File: src/bbsc_pkg.sv
// Shared constants and types for the buck-boost switch controller.
package bbsc_pkg;
  localparam int unsigned CLK_HZ         = 100_000_000;
  localparam int unsigned CLK_PERIOD_NS  = 10;
  localparam int unsigned FSW_MIN_HZ     = 200_000;
  localparam int unsigned FSW_MAX_HZ     = 1_000_000;
  localparam logic [8:0]  HALF_MAX       = 9'(CLK_HZ / (2 * FSW_MIN_HZ));
  localparam logic [8:0]  HALF_MIN       = 9'(CLK_HZ / (2 * FSW_MAX_HZ));
  localparam int unsigned DEAD_TIME_NS   = 20;
  localparam logic [3:0]  DEAD_CYC       = 4'((DEAD_TIME_NS + CLK_PERIOD_NS - 1) / CLK_PERIOD_NS);
  localparam int unsigned VREF_STEP_MV   = 10;
  localparam int unsigned VREF_MIN_MV    = 500;
  localparam int unsigned VREF_MAX_MV    = 2000;
  localparam logic [7:0]  VREF_MIN       = 8'(VREF_MIN_MV / VREF_STEP_MV);
  localparam logic [7:0]  VREF_MAX       = 8'(VREF_MAX_MV / VREF_STEP_MV);
  localparam logic [7:0]  REG_FBCOMP_ADDR = 8'h0d;
  localparam int unsigned FBCOMP_EXT_BIT = 1;
  localparam logic [7:0]  FBCOMP_RST     = 8'h00;

  typedef enum logic [3:0] {
    ST_IDLE      = 4'h1,
    ST_PRECHARGE = 4'h2,
    ST_SOFTSTART = 4'h4,
    ST_RUN       = 4'h8
  } seq_e;

  typedef enum logic [2:0] {
    RG_BOOST     = 3'h1,
    RG_BUCKBOOST = 3'h2,
    RG_BUCK      = 3'h4
  } region_e;
endpackage

File: src/leg_if.sv
// Request and grant signals between the controller and one switch leg driver.
`timescale 1ns/1ps
interface leg_if;
  logic want_high;
  logic want_low;
  logic high_on;
  logic low_on;
  modport ctrl (output want_high, output want_low, input high_on, input low_on);
  modport drv  (input want_high, input want_low, output high_on, output low_on);
endinterface

File: src/buck_boost_switch_control.sv
// Top of the four-switch buck-boost controller: sequencing, regions, clocking and switch timing.
// Operation
// RULE1: Boost holds input high on, input low off.
// RULE2: Boost output low switch gets fixed on time.
// RULE3: Buck holds output high on, output low off.
// RULE4: Buck-boost output low starts with input high.
// RULE5: Region chosen from sensed input versus output voltage.
// RULE6: Falling input steps buck, buck-boost, boost in order.
// RULE7: Separate rising and falling thresholds give hysteresis.
// RULE8: Pre-charge turns both low switches on.
// RULE9: Current limit during pre-charge turns low switches off.
// RULE10: Soft start only after bootstrap voltage is ready.
// RULE11: Bit one of register 0x0d selects external feedback.
// RULE12: Switching frequency programmable from 200kHz to 1MHz.
// RULE13: External sync clock 250kHz-1MHz, 20% faster.
// RULE14: Discontinuous conduction lets loop set cycle rate.
// RULE15: Sync output drives internal clock, 0 or 180 degrees.
// RULE16: Sync output clock always has 50% duty; spread spectrum steps can make one half a cycle longer.
// RULE17: Spread spectrum is symmetric triangular, programmable range/period.
// RULE18: Each modulation period sweeps min, max, min; the code starts at max and sweeps max, min, max.
// RULE19: Sync input mode disables spread spectrum.
// RULE20: Discontinuous mode turns rectifier off at zero current.
// RULE21: Forced continuous rectifier off only at reverse limit.
// RULE22: Soft start ramps reference up from zero.
// RULE23: Reference setpoint 0.5V to 2.0V in 10mV.
// RULE24: Reference moves 10mV per programmable step interval.
// RULE25: Dead time between switches of one leg.
`timescale 1ns/1ps
module buck_boost_switch_control (
  input  wire logic                  clk,
  input  wire logic                  srst,
  input  wire logic                  reg_wr,
  input  wire logic [7:0]            reg_addr,
  input  wire logic [7:0]            reg_wdata,
  output logic      [7:0]            reg_rdata,
  input  wire logic                  input_ok,
  input  wire logic                  supply_ok,
  input  wire logic                  enable,
  input  wire logic [11:0]           vin_sense,
  input  wire logic [11:0]           vout_sense,
  input  wire logic signed [12:0]    bb_rise_off,
  input  wire logic signed [12:0]    bb_fall_off,
  input  wire logic signed [12:0]    buck_rise_off,
  input  wire logic signed [12:0]    buck_fall_off,
  input  wire logic [8:0]            half_period,
  input  wire logic                  sync_in_mode,
  input  wire logic                  sync_out_mode,
  input  wire logic                  sync_phase_180,
  input  wire logic                  sync_in,
  output logic                       sync_out,
  output logic                       sync_oe,
  input  wire logic                  spread_spectrum_en,
  input  wire logic [5:0]            spread_spectrum_range,
  input  wire logic [15:0]           spread_spectrum_interval,
  input  wire logic                  discontinuous_conduction,
  input  wire logic                  loop_set,
  input  wire logic                  zero_current,
  input  wire logic                  reverse_limit,
  input  wire logic                  current_limit,
  input  wire logic                  input_bootstrap_ok,
  input  wire logic                  output_bootstrap_ok,
  input  wire logic [9:0]            on_cycles,
  input  wire logic [9:0]            bb_duty_cycles,
  input  wire logic [7:0]            vref_target,
  input  wire logic [15:0]           softstart_interval,
  input  wire logic [15:0]           vref_step_interval,
  output logic                       input_high_switch,
  output logic                       input_low_switch,
  output logic                       output_low_switch,
  output logic                       output_high_switch,
  output logic [7:0]                 vref_code,
  output bbsc_pkg::region_e          region,
  output logic                       precharge_active,
  output logic                       external_feedback_sel
);
  typedef struct packed {
    bbsc_pkg::seq_e    seq;
    bbsc_pkg::region_e region;
    logic [7:0]        fbcomp;
    logic [7:0]        rdata;
    logic [2:0]        sync_ff;
    logic              sync_lvl;
    logic [8:0]        half_cnt;
    logic              phase;
    logic              sync_o;
    logic signed [6:0] ss_off;
    logic              ss_up;
    logic [15:0]       ss_tmr;
    logic [9:0]        on_cnt;
    logic [9:0]        bb_cnt;
    logic              rect;
    logic [7:0]        vref;
    logic [15:0]       vref_tmr;
  } state_s;

  state_s s_q;
  state_s s_d;

  leg_if in_leg ();
  leg_if out_leg ();

  leg_driver u_in_leg (
    .clk  (clk),
    .srst (srst),
    .leg  (in_leg.drv)
  );

  leg_driver u_out_leg (
    .clk  (clk),
    .srst (srst),
    .leg  (out_leg.drv)
  );

  logic               all_ok;
  logic signed [12:0] diff;
  logic [8:0]         half_cl;
  logic               ss_active;
  logic signed [6:0]  ss_range;
  logic signed [6:0]  ss_eff;
  logic [9:0]         tgt_w;
  logic [8:0]         tgt;
  logic               stable;
  logic               sync_edge;
  logic               tick;
  logic               switching;
  logic               cycle_start;
  logic               main_on;
  logic [7:0]         vtgt;
  logic [15:0]        step_int;

  always_comb begin
    s_d = s_q;
    all_ok = input_ok && supply_ok && enable;

    // Register port.
    if (reg_wr && reg_addr == bbsc_pkg::REG_FBCOMP_ADDR) begin
      s_d.fbcomp = reg_wdata; // RULE11
    end
    s_d.rdata = (reg_addr == bbsc_pkg::REG_FBCOMP_ADDR) ? s_q.fbcomp : 8'h00;

    // Region selection with hysteresis, one region per clock.
    diff = $signed({1'b0, vin_sense}) - $signed({1'b0, vout_sense}); // RULE5
    case (s_q.region)
      bbsc_pkg::RG_BOOST: begin
        if (diff > bb_rise_off) begin
          s_d.region = bbsc_pkg::RG_BUCKBOOST; // RULE5 RULE7
        end
      end
      bbsc_pkg::RG_BUCKBOOST: begin
        if (diff > buck_rise_off) begin
          s_d.region = bbsc_pkg::RG_BUCK; // RULE5 RULE7
        end else if (diff < bb_fall_off) begin
          s_d.region = bbsc_pkg::RG_BOOST; // RULE6 RULE7
        end
      end
      bbsc_pkg::RG_BUCK: begin
        if (diff < buck_fall_off) begin
          s_d.region = bbsc_pkg::RG_BUCKBOOST; // RULE6 RULE7
        end
      end
      default: begin
        s_d.region = bbsc_pkg::RG_BOOST;
      end
    endcase

    // Sync pin conditioning.
    s_d.sync_ff = {s_q.sync_ff[1:0], sync_in};
    stable = (s_q.sync_ff[1] == s_q.sync_ff[2]);
    if (stable) begin
      s_d.sync_lvl = s_q.sync_ff[2];
    end
    sync_edge = stable && s_q.sync_ff[2] && !s_q.sync_lvl;

    // Spread spectrum triangle.
    ss_active = spread_spectrum_en && !sync_in_mode; // RULE19
    ss_range  = $signed({1'b0, spread_spectrum_range});
    ss_eff    = ss_active ? s_q.ss_off : 7'sh00;
    if (!ss_active) begin
      s_d.ss_off = ss_range; // RULE18
      s_d.ss_up  = 1'b0;
      s_d.ss_tmr = 16'h0000;
    end else if (s_q.ss_tmr >= spread_spectrum_interval) begin
      s_d.ss_tmr = 16'h0000; // RULE17
      if (s_q.ss_up) begin
        if (s_q.ss_off >= ss_range) begin
          s_d.ss_up = 1'b0; // RULE18
        end else begin
          s_d.ss_off = s_q.ss_off + 7'sh01;
        end
      end else begin
        if (s_q.ss_off <= -ss_range) begin
          s_d.ss_up = 1'b1; // RULE18
        end else begin
          s_d.ss_off = s_q.ss_off - 7'sh01;
        end
      end
    end else begin
      s_d.ss_tmr = s_q.ss_tmr + 16'h0001;
    end

    // Internal switching clock.
    if (half_period < bbsc_pkg::HALF_MIN) begin
      half_cl = bbsc_pkg::HALF_MIN; // RULE12
    end else if (half_period > bbsc_pkg::HALF_MAX) begin
      half_cl = bbsc_pkg::HALF_MAX; // RULE12
    end else begin
      half_cl = half_period;
    end
    tgt_w = {1'b0, half_cl} + {{3{ss_eff[6]}}, ss_eff}; // RULE17
    tgt   = tgt_w[8:0];
    tick  = 1'b0;
    if (sync_in_mode) begin
      s_d.half_cnt = 9'h000;
      s_d.phase    = 1'b0;
      tick         = sync_edge; // RULE13
    end else if (s_q.half_cnt >= tgt - 9'h001) begin
      s_d.half_cnt = 9'h000;
      s_d.phase    = !s_q.phase; // RULE16
      tick         = s_q.phase;
    end else begin
      s_d.half_cnt = s_q.half_cnt + 9'h001;
    end
    s_d.sync_o = !s_d.phase ^ sync_phase_180; // RULE15

    // Switching cycle timing.
    switching   = (s_q.seq == bbsc_pkg::ST_SOFTSTART) || (s_q.seq == bbsc_pkg::ST_RUN);
    cycle_start = switching && (discontinuous_conduction ? loop_set : tick); // RULE14
    main_on     = s_q.on_cnt != 10'h000;
    if (!switching) begin
      s_d.on_cnt = 10'h000;
      s_d.bb_cnt = 10'h000;
      s_d.rect   = 1'b0;
    end else if (cycle_start) begin
      s_d.on_cnt = (on_cycles == 10'h000) ? 10'h001 : on_cycles; // RULE2
      s_d.bb_cnt = bb_duty_cycles; // RULE4
      s_d.rect   = 1'b1;
    end else begin
      if (main_on) begin
        s_d.on_cnt = s_q.on_cnt - 10'h001;
      end
      if (s_q.bb_cnt != 10'h000) begin
        s_d.bb_cnt = s_q.bb_cnt - 10'h001;
      end
      if (!main_on && s_q.rect) begin
        if (discontinuous_conduction ? zero_current : reverse_limit) begin
          s_d.rect = 1'b0; // RULE20 RULE21
        end
      end
    end

    // Sequencer and reference.
    if (vref_target < bbsc_pkg::VREF_MIN) begin
      vtgt = bbsc_pkg::VREF_MIN; // RULE23
    end else if (vref_target > bbsc_pkg::VREF_MAX) begin
      vtgt = bbsc_pkg::VREF_MAX; // RULE23
    end else begin
      vtgt = vref_target;
    end
    step_int = (s_q.seq == bbsc_pkg::ST_SOFTSTART) ? softstart_interval : vref_step_interval;
    if (switching) begin
      if (s_q.vref == vtgt) begin
        s_d.vref_tmr = 16'h0000;
      end else if (s_q.vref_tmr >= step_int) begin
        s_d.vref_tmr = 16'h0000; // RULE24
        if (s_q.vref < vtgt) begin
          s_d.vref = s_q.vref + 8'h01; // RULE22 RULE24
        end else begin
          s_d.vref = s_q.vref - 8'h01; // RULE24
        end
      end else begin
        s_d.vref_tmr = s_q.vref_tmr + 16'h0001;
      end
    end else begin
      s_d.vref     = 8'h00; // RULE22
      s_d.vref_tmr = 16'h0000;
    end

    case (s_q.seq)
      bbsc_pkg::ST_IDLE: begin
        if (all_ok) begin
          s_d.seq = bbsc_pkg::ST_PRECHARGE; // RULE8
        end
      end
      bbsc_pkg::ST_PRECHARGE: begin
        if (input_bootstrap_ok && output_bootstrap_ok) begin
          s_d.seq = bbsc_pkg::ST_SOFTSTART; // RULE10
        end
      end
      bbsc_pkg::ST_SOFTSTART: begin
        if (s_q.vref == vtgt) begin
          s_d.seq = bbsc_pkg::ST_RUN; // RULE22
        end
      end
      bbsc_pkg::ST_RUN: begin
        s_d.seq = bbsc_pkg::ST_RUN;
      end
      default: begin
        s_d.seq = bbsc_pkg::ST_IDLE;
      end
    endcase
    if (!all_ok) begin
      s_d.seq = bbsc_pkg::ST_IDLE;
    end

    // Switch requests per region.
    in_leg.want_high  = 1'b0;
    in_leg.want_low   = 1'b0;
    out_leg.want_high = 1'b0;
    out_leg.want_low  = 1'b0;
    if (s_q.seq == bbsc_pkg::ST_PRECHARGE) begin
      in_leg.want_low  = !current_limit; // RULE8 RULE9
      out_leg.want_low = !current_limit; // RULE8 RULE9
    end else if (switching) begin
      case (s_q.region)
        bbsc_pkg::RG_BOOST: begin
          in_leg.want_high  = 1'b1; // RULE1
          out_leg.want_low  = main_on; // RULE1 RULE2
          out_leg.want_high = !main_on && s_q.rect; // RULE1
        end
        bbsc_pkg::RG_BUCKBOOST: begin
          in_leg.want_high  = main_on;
          in_leg.want_low   = !main_on && s_q.rect;
          out_leg.want_low  = s_q.bb_cnt != 10'h000; // RULE4
          out_leg.want_high = s_q.bb_cnt == 10'h000 && s_q.rect; // RULE4
        end
        bbsc_pkg::RG_BUCK: begin
          in_leg.want_high  = main_on; // RULE3
          in_leg.want_low   = !main_on && s_q.rect; // RULE3
          out_leg.want_high = 1'b1; // RULE3
        end
        default: begin
          in_leg.want_high = 1'b0;
        end
      endcase
    end
  end

  always_ff @(posedge clk) begin
    if (srst) begin
      s_q        <= '0;
      s_q.seq    <= bbsc_pkg::ST_IDLE;
      s_q.region <= bbsc_pkg::RG_BOOST;
      s_q.fbcomp <= bbsc_pkg::FBCOMP_RST;
    end else begin
      s_q <= s_d;
    end
  end

  assign reg_rdata             = s_q.rdata;
  assign sync_out              = s_q.sync_o;
  assign sync_oe               = sync_out_mode && !sync_in_mode;
  assign input_high_switch     = in_leg.high_on;
  assign input_low_switch      = in_leg.low_on;
  assign output_low_switch     = out_leg.low_on;
  assign output_high_switch    = out_leg.high_on;
  assign vref_code             = s_q.vref;
  assign region                = s_q.region;
  assign precharge_active      = s_q.seq == bbsc_pkg::ST_PRECHARGE;
  assign external_feedback_sel = s_q.fbcomp[bbsc_pkg::FBCOMP_EXT_BIT]; // RULE11
endmodule

File: src/leg_driver.sv
// Gate driver for one switch leg with non-overlap dead time.
`timescale 1ns/1ps
module leg_driver (
  input  wire logic clk,
  input  wire logic srst,
  leg_if.drv        leg
);
  typedef struct packed {
    logic [1:0] cur;
    logic [3:0] dead;
  } leg_s;

  leg_s s_q;
  leg_s s_d;
  logic [1:0] req;

  always_comb begin
    s_d = s_q;
    if (leg.want_high && !leg.want_low) begin
      req = 2'h2;
    end else if (leg.want_low && !leg.want_high) begin
      req = 2'h1;
    end else begin
      req = 2'h0;
    end
    if (req != s_q.cur) begin
      if (s_q.cur != 2'h0) begin
        s_d.cur  = 2'h0; // RULE25
        s_d.dead = bbsc_pkg::DEAD_CYC; // RULE25
      end else if (s_q.dead != 4'h0) begin
        s_d.dead = s_q.dead - 4'h1;
      end else begin
        s_d.cur = req;
      end
    end
  end

  always_ff @(posedge clk) begin
    if (srst) begin
      s_q <= '0;
    end else begin
      s_q <= s_d;
    end
  end

  assign leg.high_on = s_q.cur[1];
  assign leg.low_on  = s_q.cur[0];
endmodule

File: config.mk
export PLATFORM = sky130hd
export DESIGN_NAME = buck_boost_switch_control
export DESIGN_NICKNAME = d
export VERILOG_FILES = /design/src/bbsc_pkg.sv /design/src/leg_if.sv /design/src/buck_boost_switch_control.sv /design/src/leg_driver.sv
export SDC_FILE = /design/constraint.sdc
export NUM_CORES = 1
export LEC_CHECK = 0
export BUFFER_PORTS_ARGS = -buffer_cell sky130_fd_sc_hd__clkbuf_2
export CAP_MARGIN = 20
export CORE_ASPECT_RATIO = 0.8
export CORE_UTILIZATION = 25
export CTS_BUF_LIST = sky130_fd_sc_hd__clkbuf_2 sky130_fd_sc_hd__clkbuf_4 sky130_fd_sc_hd__clkbuf_8
export DETAILED_ROUTE_END_ITERATION = 7
export GPL_TIMING_DRIVEN = 0
export PLACE_DENSITY = 0.51
export SYNTH_ARGS = -nofsm -noshare
export SYNTH_HDL_FRONTEND = slang
export SYNTH_SLANG_ARGS = --single-unit
File: constraint.sdc
create_clock -name clk -period 5.2 [get_ports clk]
set_clock_uncertainty 0.05 [all_clocks]
set_input_delay 1.04 -clock clk [delete_from_list [all_inputs] [get_ports clk]]
set_output_delay 1.04 -clock clk [all_outputs]
set_load 0.01 [all_outputs]
-- Word level (Yosys, flattened, before mapping)
Index checks and enable logic that the tools add are counted.
- register bits after elaboration: 119
- input port bits: 201
- output and inout bits: 27
- word-level logic and storage cells: 196
- add/sub/neg operators: 15
- magnitude comparators: 14
- eq/ne operators: 24
- mux-type cells: 57
- bitwise logic cells: 6
- reduce and logical (&&, ||, !) cells: 58
- operators with widths (operator ; count):
    $add A16 B1 Y16 const B ; 2
    $ge A16 B16 Y1 ; 2
    $mux W16 ; 2
    $mux W8 ; 4
    $mux W10 ; 3
    $mux W7 ; 4
    $gt A13 B13 Y1 ; 2
    $lt A13 B13 Y1 ; 2
    $mux W23 ; 1
    $mux W1 ; 21
    $mux W21 ; 1
    $logic_not A10 Y1 ; 2
    $reduce_bool A10 Y1 ; 2
    $sub A10 B1 Y10 const B ; 2
    $mux W9 ; 2
    $mux W4 ; 4
    $pmux W4 S4 ; 1
    $reduce_bool A2 Y1 ; 8
    $logic_and A1 B1 Y1 ; 15
    $reduce_and A2 Y1 ; 7
    $sub A12 B12 Y13 ; 1
    $mux W3 ; 4
    $mux W6 ; 2
    $logic_not A1 Y1 ; 10
    43 further kinds ; 70

-- Logic depth before layout (Yosys ltp)
Gate-level depths: netlist of the first run.
- depth in word-level cells: 12
- gate-level depth with buffers: 26

-- Hierarchy
From an unflattened synthesis of the first run, not the netlist that was laid out.
- cell total of the unflattened synthesis: 1217
- area, all modules: 9932.0 µm²
- modules (own cells, without submodules) (module ; instances ; cells each ; area each (µm²)):
    buck_boost_switch_control ; 1 ; 1139 ; 9248.9
    leg_driver ; 2 ; 39 ; 341.6

-- Worst setup path before layout of the first run
Ideal clock, no wire load.
- path type: input to register
- start point: input spread_spectrum_en
- end point: register s_q[36] in the netlist's numbering
- library setup time: 0.071 ns
- data arrival time: 5.533 ns
- required time: 5.079 ns
- path slack: -0.453 ns
- cell stages on the path: 25
- buffers on the path: 5
- cells stage by stage: nor2b_1 > clkbuf_1 > clkbuf_1 > nand2_1 > ha_1 > inv_1 > ha_1 > fa_1 > a21o_1 > a21oi_1 > xnor2_1 > ha_1 > and2_1 > o21ai_0 > o21ai_1 > o41a_1 > clkbuf_1 > ha_1 > mux2i_1 > o21ai_0 > nand2_1 > clkbuf_1 > clkbuf_1 > o211ai_1 > a21oi_1
- word-level cells in the longest chain between the ends: 10
- RTL lines (element ; line ; RTL):
    start: declaration ; buck_boost_switch_control.sv:52 ; input wire logic spread_spectrum_en,
    $logic_and A1 B1 Y1 * ; buck_boost_switch_control.sv:175 ; ss_active = spread_spectrum_en && !sync_in_mode;
    $mux W7 * ; buck_boost_switch_control.sv:177 ; ss_eff = ss_active ? s_q.ss_off : 7'sh00;
    $add A9 B9 Y9 * ; buck_boost_switch_control.sv:209 ; tgt_w = {1'b0, half_cl} + {{3{ss_eff[6]}}, ss_eff};
    $sub A9 B1 Y9 * ; buck_boost_switch_control.sv:216 ; end else if (s_q.half_cnt >= tgt - 9'h001) begin
    $ge A9 B9 Y1 * ; buck_boost_switch_control.sv:216 ;
    $mux W1 * ; buck_boost_switch_control.sv:216 ;
    $mux W1 * ; buck_boost_switch_control.sv:212 ; if (sync_in_mode) begin
    $mux W1 * ; buck_boost_switch_control.sv:227 ; cycle_start = switching && (discontinuous_conduction ? loop_set : tick);
    $logic_and A1 B1 Y1 * ; buck_boost_switch_control.sv:227 ;
    $mux W21 / $reduce_bool A2 Y1 (equally long branches) ; - ;
    end: declaration ; buck_boost_switch_control.sv:96 ; state_s s_q;
Mark *: on every way between the ends. The rest lies on a longest branch, timed or not.
A chain may end at the register's enable or synchronous reset.

-- Final worst setup path of the first run
- start point: input half_period[2]
- end point: register s_q[43] in the netlist's numbering
- word-level cells in the longest chain between the ends: 11
- RTL lines (element ; line ; RTL):
    start: declaration ; buck_boost_switch_control.sv:45 ; input wire logic [8:0] half_period,
    $gt A9 B8 Y1 ; buck_boost_switch_control.sv:204 ; end else if (half_period > bbsc_pkg::HALF_MAX) begin
    $mux W9 ; buck_boost_switch_control.sv:204 ;
    $mux W9 * ; buck_boost_switch_control.sv:202 ; if (half_period < bbsc_pkg::HALF_MIN) begin
    $add A9 B9 Y9 * ; buck_boost_switch_control.sv:209 ;
    $sub A9 B1 Y9 * ; buck_boost_switch_control.sv:216 ;
    $ge A9 B9 Y1 * ; buck_boost_switch_control.sv:216 ;
    $mux W1 * ; buck_boost_switch_control.sv:216 ;
    $mux W1 * ; buck_boost_switch_control.sv:212 ;
    $mux W1 * ; buck_boost_switch_control.sv:227 ;
    $logic_and A1 B1 Y1 * ; buck_boost_switch_control.sv:227 ;
    $mux W21 / $reduce_bool A2 Y1 (equally long branches) ; - ;
Marks and branches as above.

==> metrics.cfg, run 1 <==
[sta]
fin_crit_ns = 5.03
hold_ws_ns = 0.391
fmax_mhz = 199
relSlewSlack_pct = 47.9
setup_violations = 0
hold_viol = 0
finalMaxSlewViolations = 0
tightest_slew_ns = 0.774
post-route-period-util_pct = 96.7

[setup_path]
worstPathRequired_ns = 5.53
cp-end-kind = register
critical_path.max_fanout = 8
startpoint = half_period[2]
criticalPathCategory = in2reg
start_kind = primary input
critical-path-max-stage-delay_ns = 0.36
arrival_ns = 5.36
timing.rr.start = s_q[63]$_SDFFE_PP0P_
cpMaxStageDelayCell = fa_2

[finish]
drive_above_1_share_pct = 22.5
stdcell_area_um2 = 12500
diodes = 0
nNetsFinal = 1841
fill_cells = 4237
final_cells = 2024
area_delta_synth_final_pct = 24.8

[grt]
met1_usage_pct = 18.0
busiest_layer = met2
grtUsageMet3_pct = 3.43
grt_antenna_before_repair = 0
grt_use_met2_pct = 21.3
grt_pass1_wl_um = 43700
grt_use_total_pct = 13.3
grt_pass1_vias = 8948
grt_max_degree = 19
gr-total-overflow = 0

[drt]
first_iter_violations = 388
routed_wl_um = 26500
first_pass_iters = 6
vias_per_cell = 4.54
wire_per_inst_um = 13.1
vias = 9193
postRouteAntennaNets = 0
drc = 0

[yosys]
synth.avg_cell_area_um2 = 8.16
synthArstFlopShare_pct = 0
ys.flop_type = dfxtp_1
syn-cell-area_um2 = 9980
synthDistinctLibCells = 77
synth_nets = 1589
synth-seq-area-share_pct = 23.9
yosys_warnings = 0
synth-seq-cells = 119
synth_enable_flop_cells = 0
synth_cells = 1223

[cts]
worst_skew_pair.late_latency_ns = 0.46
cts_tree = done
clkTransAtPathRegs_ns = 0.07
h-tree-depth = 4
cts_sinks = 119
cts_buffer_depth = 2
root_buffer = clkbuf_8
cts_made_buffers = 17
cts_hold_buf = 0

[floorplan]
ios = 228
die_w_um = 225
start_util_pct = 25.4
num_rows = 65
die_y_um = 181
die_area_um2 = 40700
core_um2 = 39400

[hold_path]
worstHoldPathType = reg2reg
hp-start = s_d[82]$_SDFF_PP0_

[pwr]
total_power_uw = 2530
worst_ir_drop_vdd_mv = 0.109
power.density_nw_per_um2 = 203
leakage_uw = 0.00595

[placement]
dpl_cell_area_um2 = 11800
globalplace.congestion = 0.826
io_buffer_count = 227
placed_cells = 1988
dpl.hpwl_um = 21900

[run]
drv_cap = 0

[run_status]
status = finished, final reports clean

## state kept, by name (all words and copies together), names as in the netlist
register	count
s_q	84
reg_rdata	8
vref_code	8
u_in_leg.s_q	4
u_out_leg.s_q	4
region	3
s_d	2
external_feedback_sel	1
sync_out	1
u_in_leg.leg.high_on	1
u_in_leg.leg.low_on	1
u_out_leg.leg.high_on	1
u_out_leg.leg.low_on	1
## metrics by stage
stage	setup TNS, ns	worst slack, ns	utilization [%]
6_report	0	0.173	31.7
5_1_grt	-0.0863	-0.0181	31.7
4_1_cts	0	0.00501	31.2
3_5_place_dp	-23.93	-1.11	30.0
3_3_place_gp	-22.99	-1.08	30.0
2_1_floorplan	0	0.0229	-
## per-layer routing
layer	wire [um]	share of wire (%)
met1	13200	50
met2	12000	45
met3	1100	4.1
met4	232	0.87
met5	0	0
## critical path, delay by kind of cell
| kind | cells | cell delay [ns] |
|---|---|---|
| and+or+nand+nor | 4 | 0.52 |
| xor gates and xnor gates | 1 | 0.15 |
| AOI/OAI and AO/OA | 9 | 1.55 |
| buffers and inverters | 5 | 0.56 |
| muxes | 1 | 0.25 |
| adders and majority gates | 5 | 1.27 |
## final cells by class
| class | instances | area, um^2 | area share (%) |
|---|---|---|---|
| Multi-Input combinational cell | 916 | 6930 | 55.7 |
| Sequential cell | 119 | 2380 | 19.1 |
| Timing Repair Buffer | 234 | 1220 | 9.82 |
| Tap cell | 536 | 671 | 5.38 |
| Inverter | 144 | 541 | 4.34 |
| Clock buffer | 23 | 298 | 2.39 |
| Buffer | 43 | 288 | 2.31 |
| Clock inverter | 9 | 123 | 0.984 |
## final timing paths
| path | cells after the start | end | slack, ns |
|---|---|---|---|
| worst max-delay path | 25 | s_q[43]$_SDFFE_PP0P_ | 0.17 |
| worst min-delay path | 1 | s_d[83]$_SDFF_PP0_ | 0.39 |
| worst max register to register | 22 | s_q[43]$_SDFFE_PP0P_ | 0.87 |
| worst min register to register | 1 | s_d[83]$_SDFF_PP0_ | 0.39 |
## report_power, final
group	switching, uW	internal (uW)
Sequential	26.1	926
Clock	385	524
Combinational	358	313
## cells by family (layout without fill, tap and decap cells)
kind of cell	after synthesis	in the layout	synth area share (%)
xor+xnor	83	83	7.28
simple gates	390	390	19.9
mux	37	37	3.73
buf+inv	188	453	7.81
fa+ha+maj	165	165	21.0
compound gates	241	241	16.5
flops	119	119	23.9
## cells in the mapped netlist, drive strengths merged (23+ instances only)
library cell / count / area (um^2)
nand3: 36 / 180
nand2: 61 / 229
dfxtp: 119 / 2380
clkbuf: 23 / 86.3
o21ai: 33 / 165
ha: 161 / 2010
inv: 144 / 541
mux2i: 35 / 350
xor2: 35 / 307
xnor2: 48 / 420
nor3: 31 / 166
a21oi: 78 / 390
nor2: 123 / 462
## placed cells by master, fill, tap and decap left out, drive strengths merged, types with 6 or more instances in the layout
cell and instances:
a211oi 22, a21o 21, a21oi 78, a311oi 9
and2 12, and3 11, buf 33, clkbuf 267
dfxtp 119, ha 161, inv 144, mux2i 35
nand2 61, nand2b 18, nand3 36, nand4 16
nor2 123, nor2b 22, nor3 31, nor3b 6
nor4 22, o211ai 8, o21a 11, o21ai 33
o21bai 6, o31ai 6, or3 7, xnor2 48
xor2 35
## what timing repair did
action,in CTS,in global routing
endpoints found under the setup margin,23,23
pin swaps,1,13
setup buffers,0,3
gates cloned,0,2
resized for setup,15,30
Note: power is estimated with default switching activity, not from simulation.
==> run 2, diff against run 1 <==
- PLACE_DENSITY: 0.51 -> 0.49
- clock period: 5.2 -> 5.85 ns (I/O delays scaled with it)
==> metrics.cfg, run 2 (same netlist as run 1, synthesis figures left out) <==
[run_status]
status = finished, final reports clean  ; unchanged

[pwr]
p_int_uw = 1560  ; was 1760 uW
pwr-share-comb_pct = 26.2  ; was 26.5%
worst_ir_drop_vdd_mv = 0.115  ; was 0.109 mV
leakage_uw = 0.00589  ; was 0.00595 uW
switching_power_uw = 682  ; was 769 uW
clkPwrFrac_pct = 36.0  ; was 35.9%
seq_power_share_pct = 37.7  ; was 37.6%
power.density_nw_per_um2 = 183  ; was 203 nW/um^2
p_sw_share_pct = 30.4  ; about the same

[grt]
grt_use_total_pct = 13.4  ; was 13.3%
grt_use_met2_pct = 21.4  ; was 21.3%
grtUsageMet3_pct = 2.93  ; was 3.43%
grt_pass1_vias = 8850  ; was 8948
gr-total-overflow = 0  ; unchanged
grt_max_degree = 17  ; was 19
grt_pass1_wl_um = 43700  ; about the same
grt_antenna_before_repair = 0  ; unchanged
met1_usage_pct = 18.3  ; was 18.0%
busiest_layer = met2  ; unchanged

[floorplan]
num_rows = 65  ; unchanged
ios = 228  ; unchanged
die_w_um = 225  ; unchanged
core_um2 = 39400  ; unchanged
die_area_um2 = 40700  ; unchanged
start_util_pct = 25.4  ; unchanged
die_y_um = 181  ; unchanged

[finish]
layout_common_cells = 227 x clkbuf_2, 161 x ha_1, 143 x inv_1  ; was 226 x clkbuf_2, 159 x ha_1, 143 x inv_1
regMostFlops = s_q  ; unchanged
nNetsFinal = 1836  ; was 1841
drive_above_1_share_pct = 21.2  ; was 22.5%
final_common_cell = clkbuf_2  ; unchanged
final_core_util_pct = 31.2  ; was 31.7%
diodes = 0  ; unchanged
largest_register_ffs = 84  ; unchanged
area_delta_synth_final_pct = 23.0  ; was 24.8%

[drt]
vias_per_cell = 4.50  ; was 4.54
first_iter_violations = 332  ; was 388
routed_wl_um = 26600  ; was 26500 um
vias = 9084  ; was 9193
postRouteAntennaNets = 0  ; unchanged
drc = 0  ; unchanged
first_pass_iters = 5  ; was 6
wire_per_inst_um = 13.2  ; was 13.1 um

[setup_path]
startpoint = half_period[3]  ; was half_period[2]
arrival_ns = 5.90  ; was 5.36 ns
worstPathBufferInverterCount = 4  ; was 5
cp_cell_sequence = clkbuf_2 -> o311ai_2 -> a211oi_2 -> nor2b_1 -> ha_1 -> inv_1 -> ha_1 -> fa_1 -> a21o_1 -> a21oi_2 -> xnor2_1 -> ha_1 -> and2_1 -> o21ai_0 -> o21ai_1 -> o41a_1 -> ha_1 -> mux2i_4 -> o21ai_1 -> nand2_1 -> buf_4 -> buf_4 -> o211ai_1 -> a21oi_1
crit_family = compound AO/OA/AOI/OAI gates  ; unchanged
crit_path_frequent_cell = ha_1
critical_path.max_fanout = 10  ; was 8
cpMaxStageDelayCell = o41a_1  ; was fa_2
worstPathRequired_ns = 6.19  ; was 5.53 ns
timing.rr.start = s_q[63]$_SDFFE_PP0P_  ; unchanged
cp-end-kind = register  ; unchanged
critical-path-max-stage-delay_ns = 0.53  ; was 0.36 ns
criticalPathCategory = in2reg  ; unchanged
start_kind = primary input  ; unchanged

[sta]
hold_viol = 0  ; unchanged
tightest_slew_ns = 0.790  ; was 0.774 ns
setup_violations = 0  ; unchanged
relSlewSlack_pct = 46.8  ; was 47.9%
tns_ns = 0  ; unchanged
rsz0062_at_grt = no
finalMaxSlewViolations = 0  ; unchanged
post-route-period-util_pct = 95.0
fin_crit_ns = 5.56
fin_ws_ns = 0.290  ; was 0.173 ns
fmax_mhz = 180

[hold_path]
hp-start = s_d[82]$_SDFF_PP0_  ; unchanged
worstHoldPathType = reg2reg  ; unchanged

[cts]
root_buffer = clkbuf_8  ; unchanged
cts_sinks = 119  ; unchanged
h-tree-depth = 4  ; unchanged
worst_skew_pair.late_latency_ns = 0.46  ; about the same
cts_hold_buf = 0  ; unchanged
clkTransAtPathRegs_ns = 0.07  ; about the same
cts_tree = done  ; unchanged
cts_made_buffers = 17  ; unchanged
cts_buffer_depth = 2  ; unchanged

[placement]
io_buffer_count = 227  ; unchanged
dpl_worst_slack_ns = -1.52  ; was -1.11 ns
dpl.hpwl_um = 22200  ; was 21900 um
globalplace.congestion = 0.833  ; was 0.826

[run]
drv_cap = 0  ; unchanged

run 2: power groups by stage:
stage	clock network (uW)	registers, uW	logic [uW]
final	808	847	589
after global routing	888	849	678
after CTS	846	846	594
after detailed placement	0	865	588
after global placement	0	864	577
after floorplan	0	857	393
run 2: layer usage:
layer	up-vias	share of wire [%]
li1	4793	-
met1	4154	51
met2	123	45
met3	14	3.2
met4	0	1.0
met5	-	0
run 2: stage by stage:
step / cells / power [uW] / hold slack [ns] / area (um^2)
after global routing: 2019 / 2420 / 0.421 / 12300
after CTS: 2018 / 2290 / 0.394 / 12200
after detailed placement: 1987 / 1450 / 0.378 / 11800
after floorplan: 1223 / 1250 / 0.364 / 9980
after global placement: 1986 / 1440 / 0.379 / 11800
final: 2019 / 2240 / 0.389 / 12300
run 2: layout make-up:
type                    instances  area, um^2
clock buffers                  23         298
flip-flops and latches        119        2380
clock inverters                 9         123
plain buffers                  41         243
fillers                      4314       27100
repair buffers                231        1160
well taps                     536         671
multi-input cells             916        6860
inverters                     144         541
run 2: what timing repair did:
| item | 4_1_cts | 5_1_grt |
|---|---|---|
| buffers inserted | 0 | 2 |
| endpoints found under the hold margin | 0 | 0 |
| setup endpoints to repair | 21 | 21 |
| pin swaps | 0 | 1 |
| resized for setup | 9 | 12 |
run 2: path summary, 6_finish.rpt:
| kind | endpoint | slack, ns | depth (start not counted) |
|---|---|---|---|
| setup / recovery | s_q[26]$_SDFFE_PP0P_ | 0.29 | 24 |
| hold / removal | s_d[83]$_SDFF_PP0_ | 0.39 | 1 |
| setup reg to reg | s_q[26]$_SDFFE_PP0P_ | 1.14 | 21 |
| hold reg to reg | s_d[83]$_SDFF_PP0_ | 0.39 | 1 |
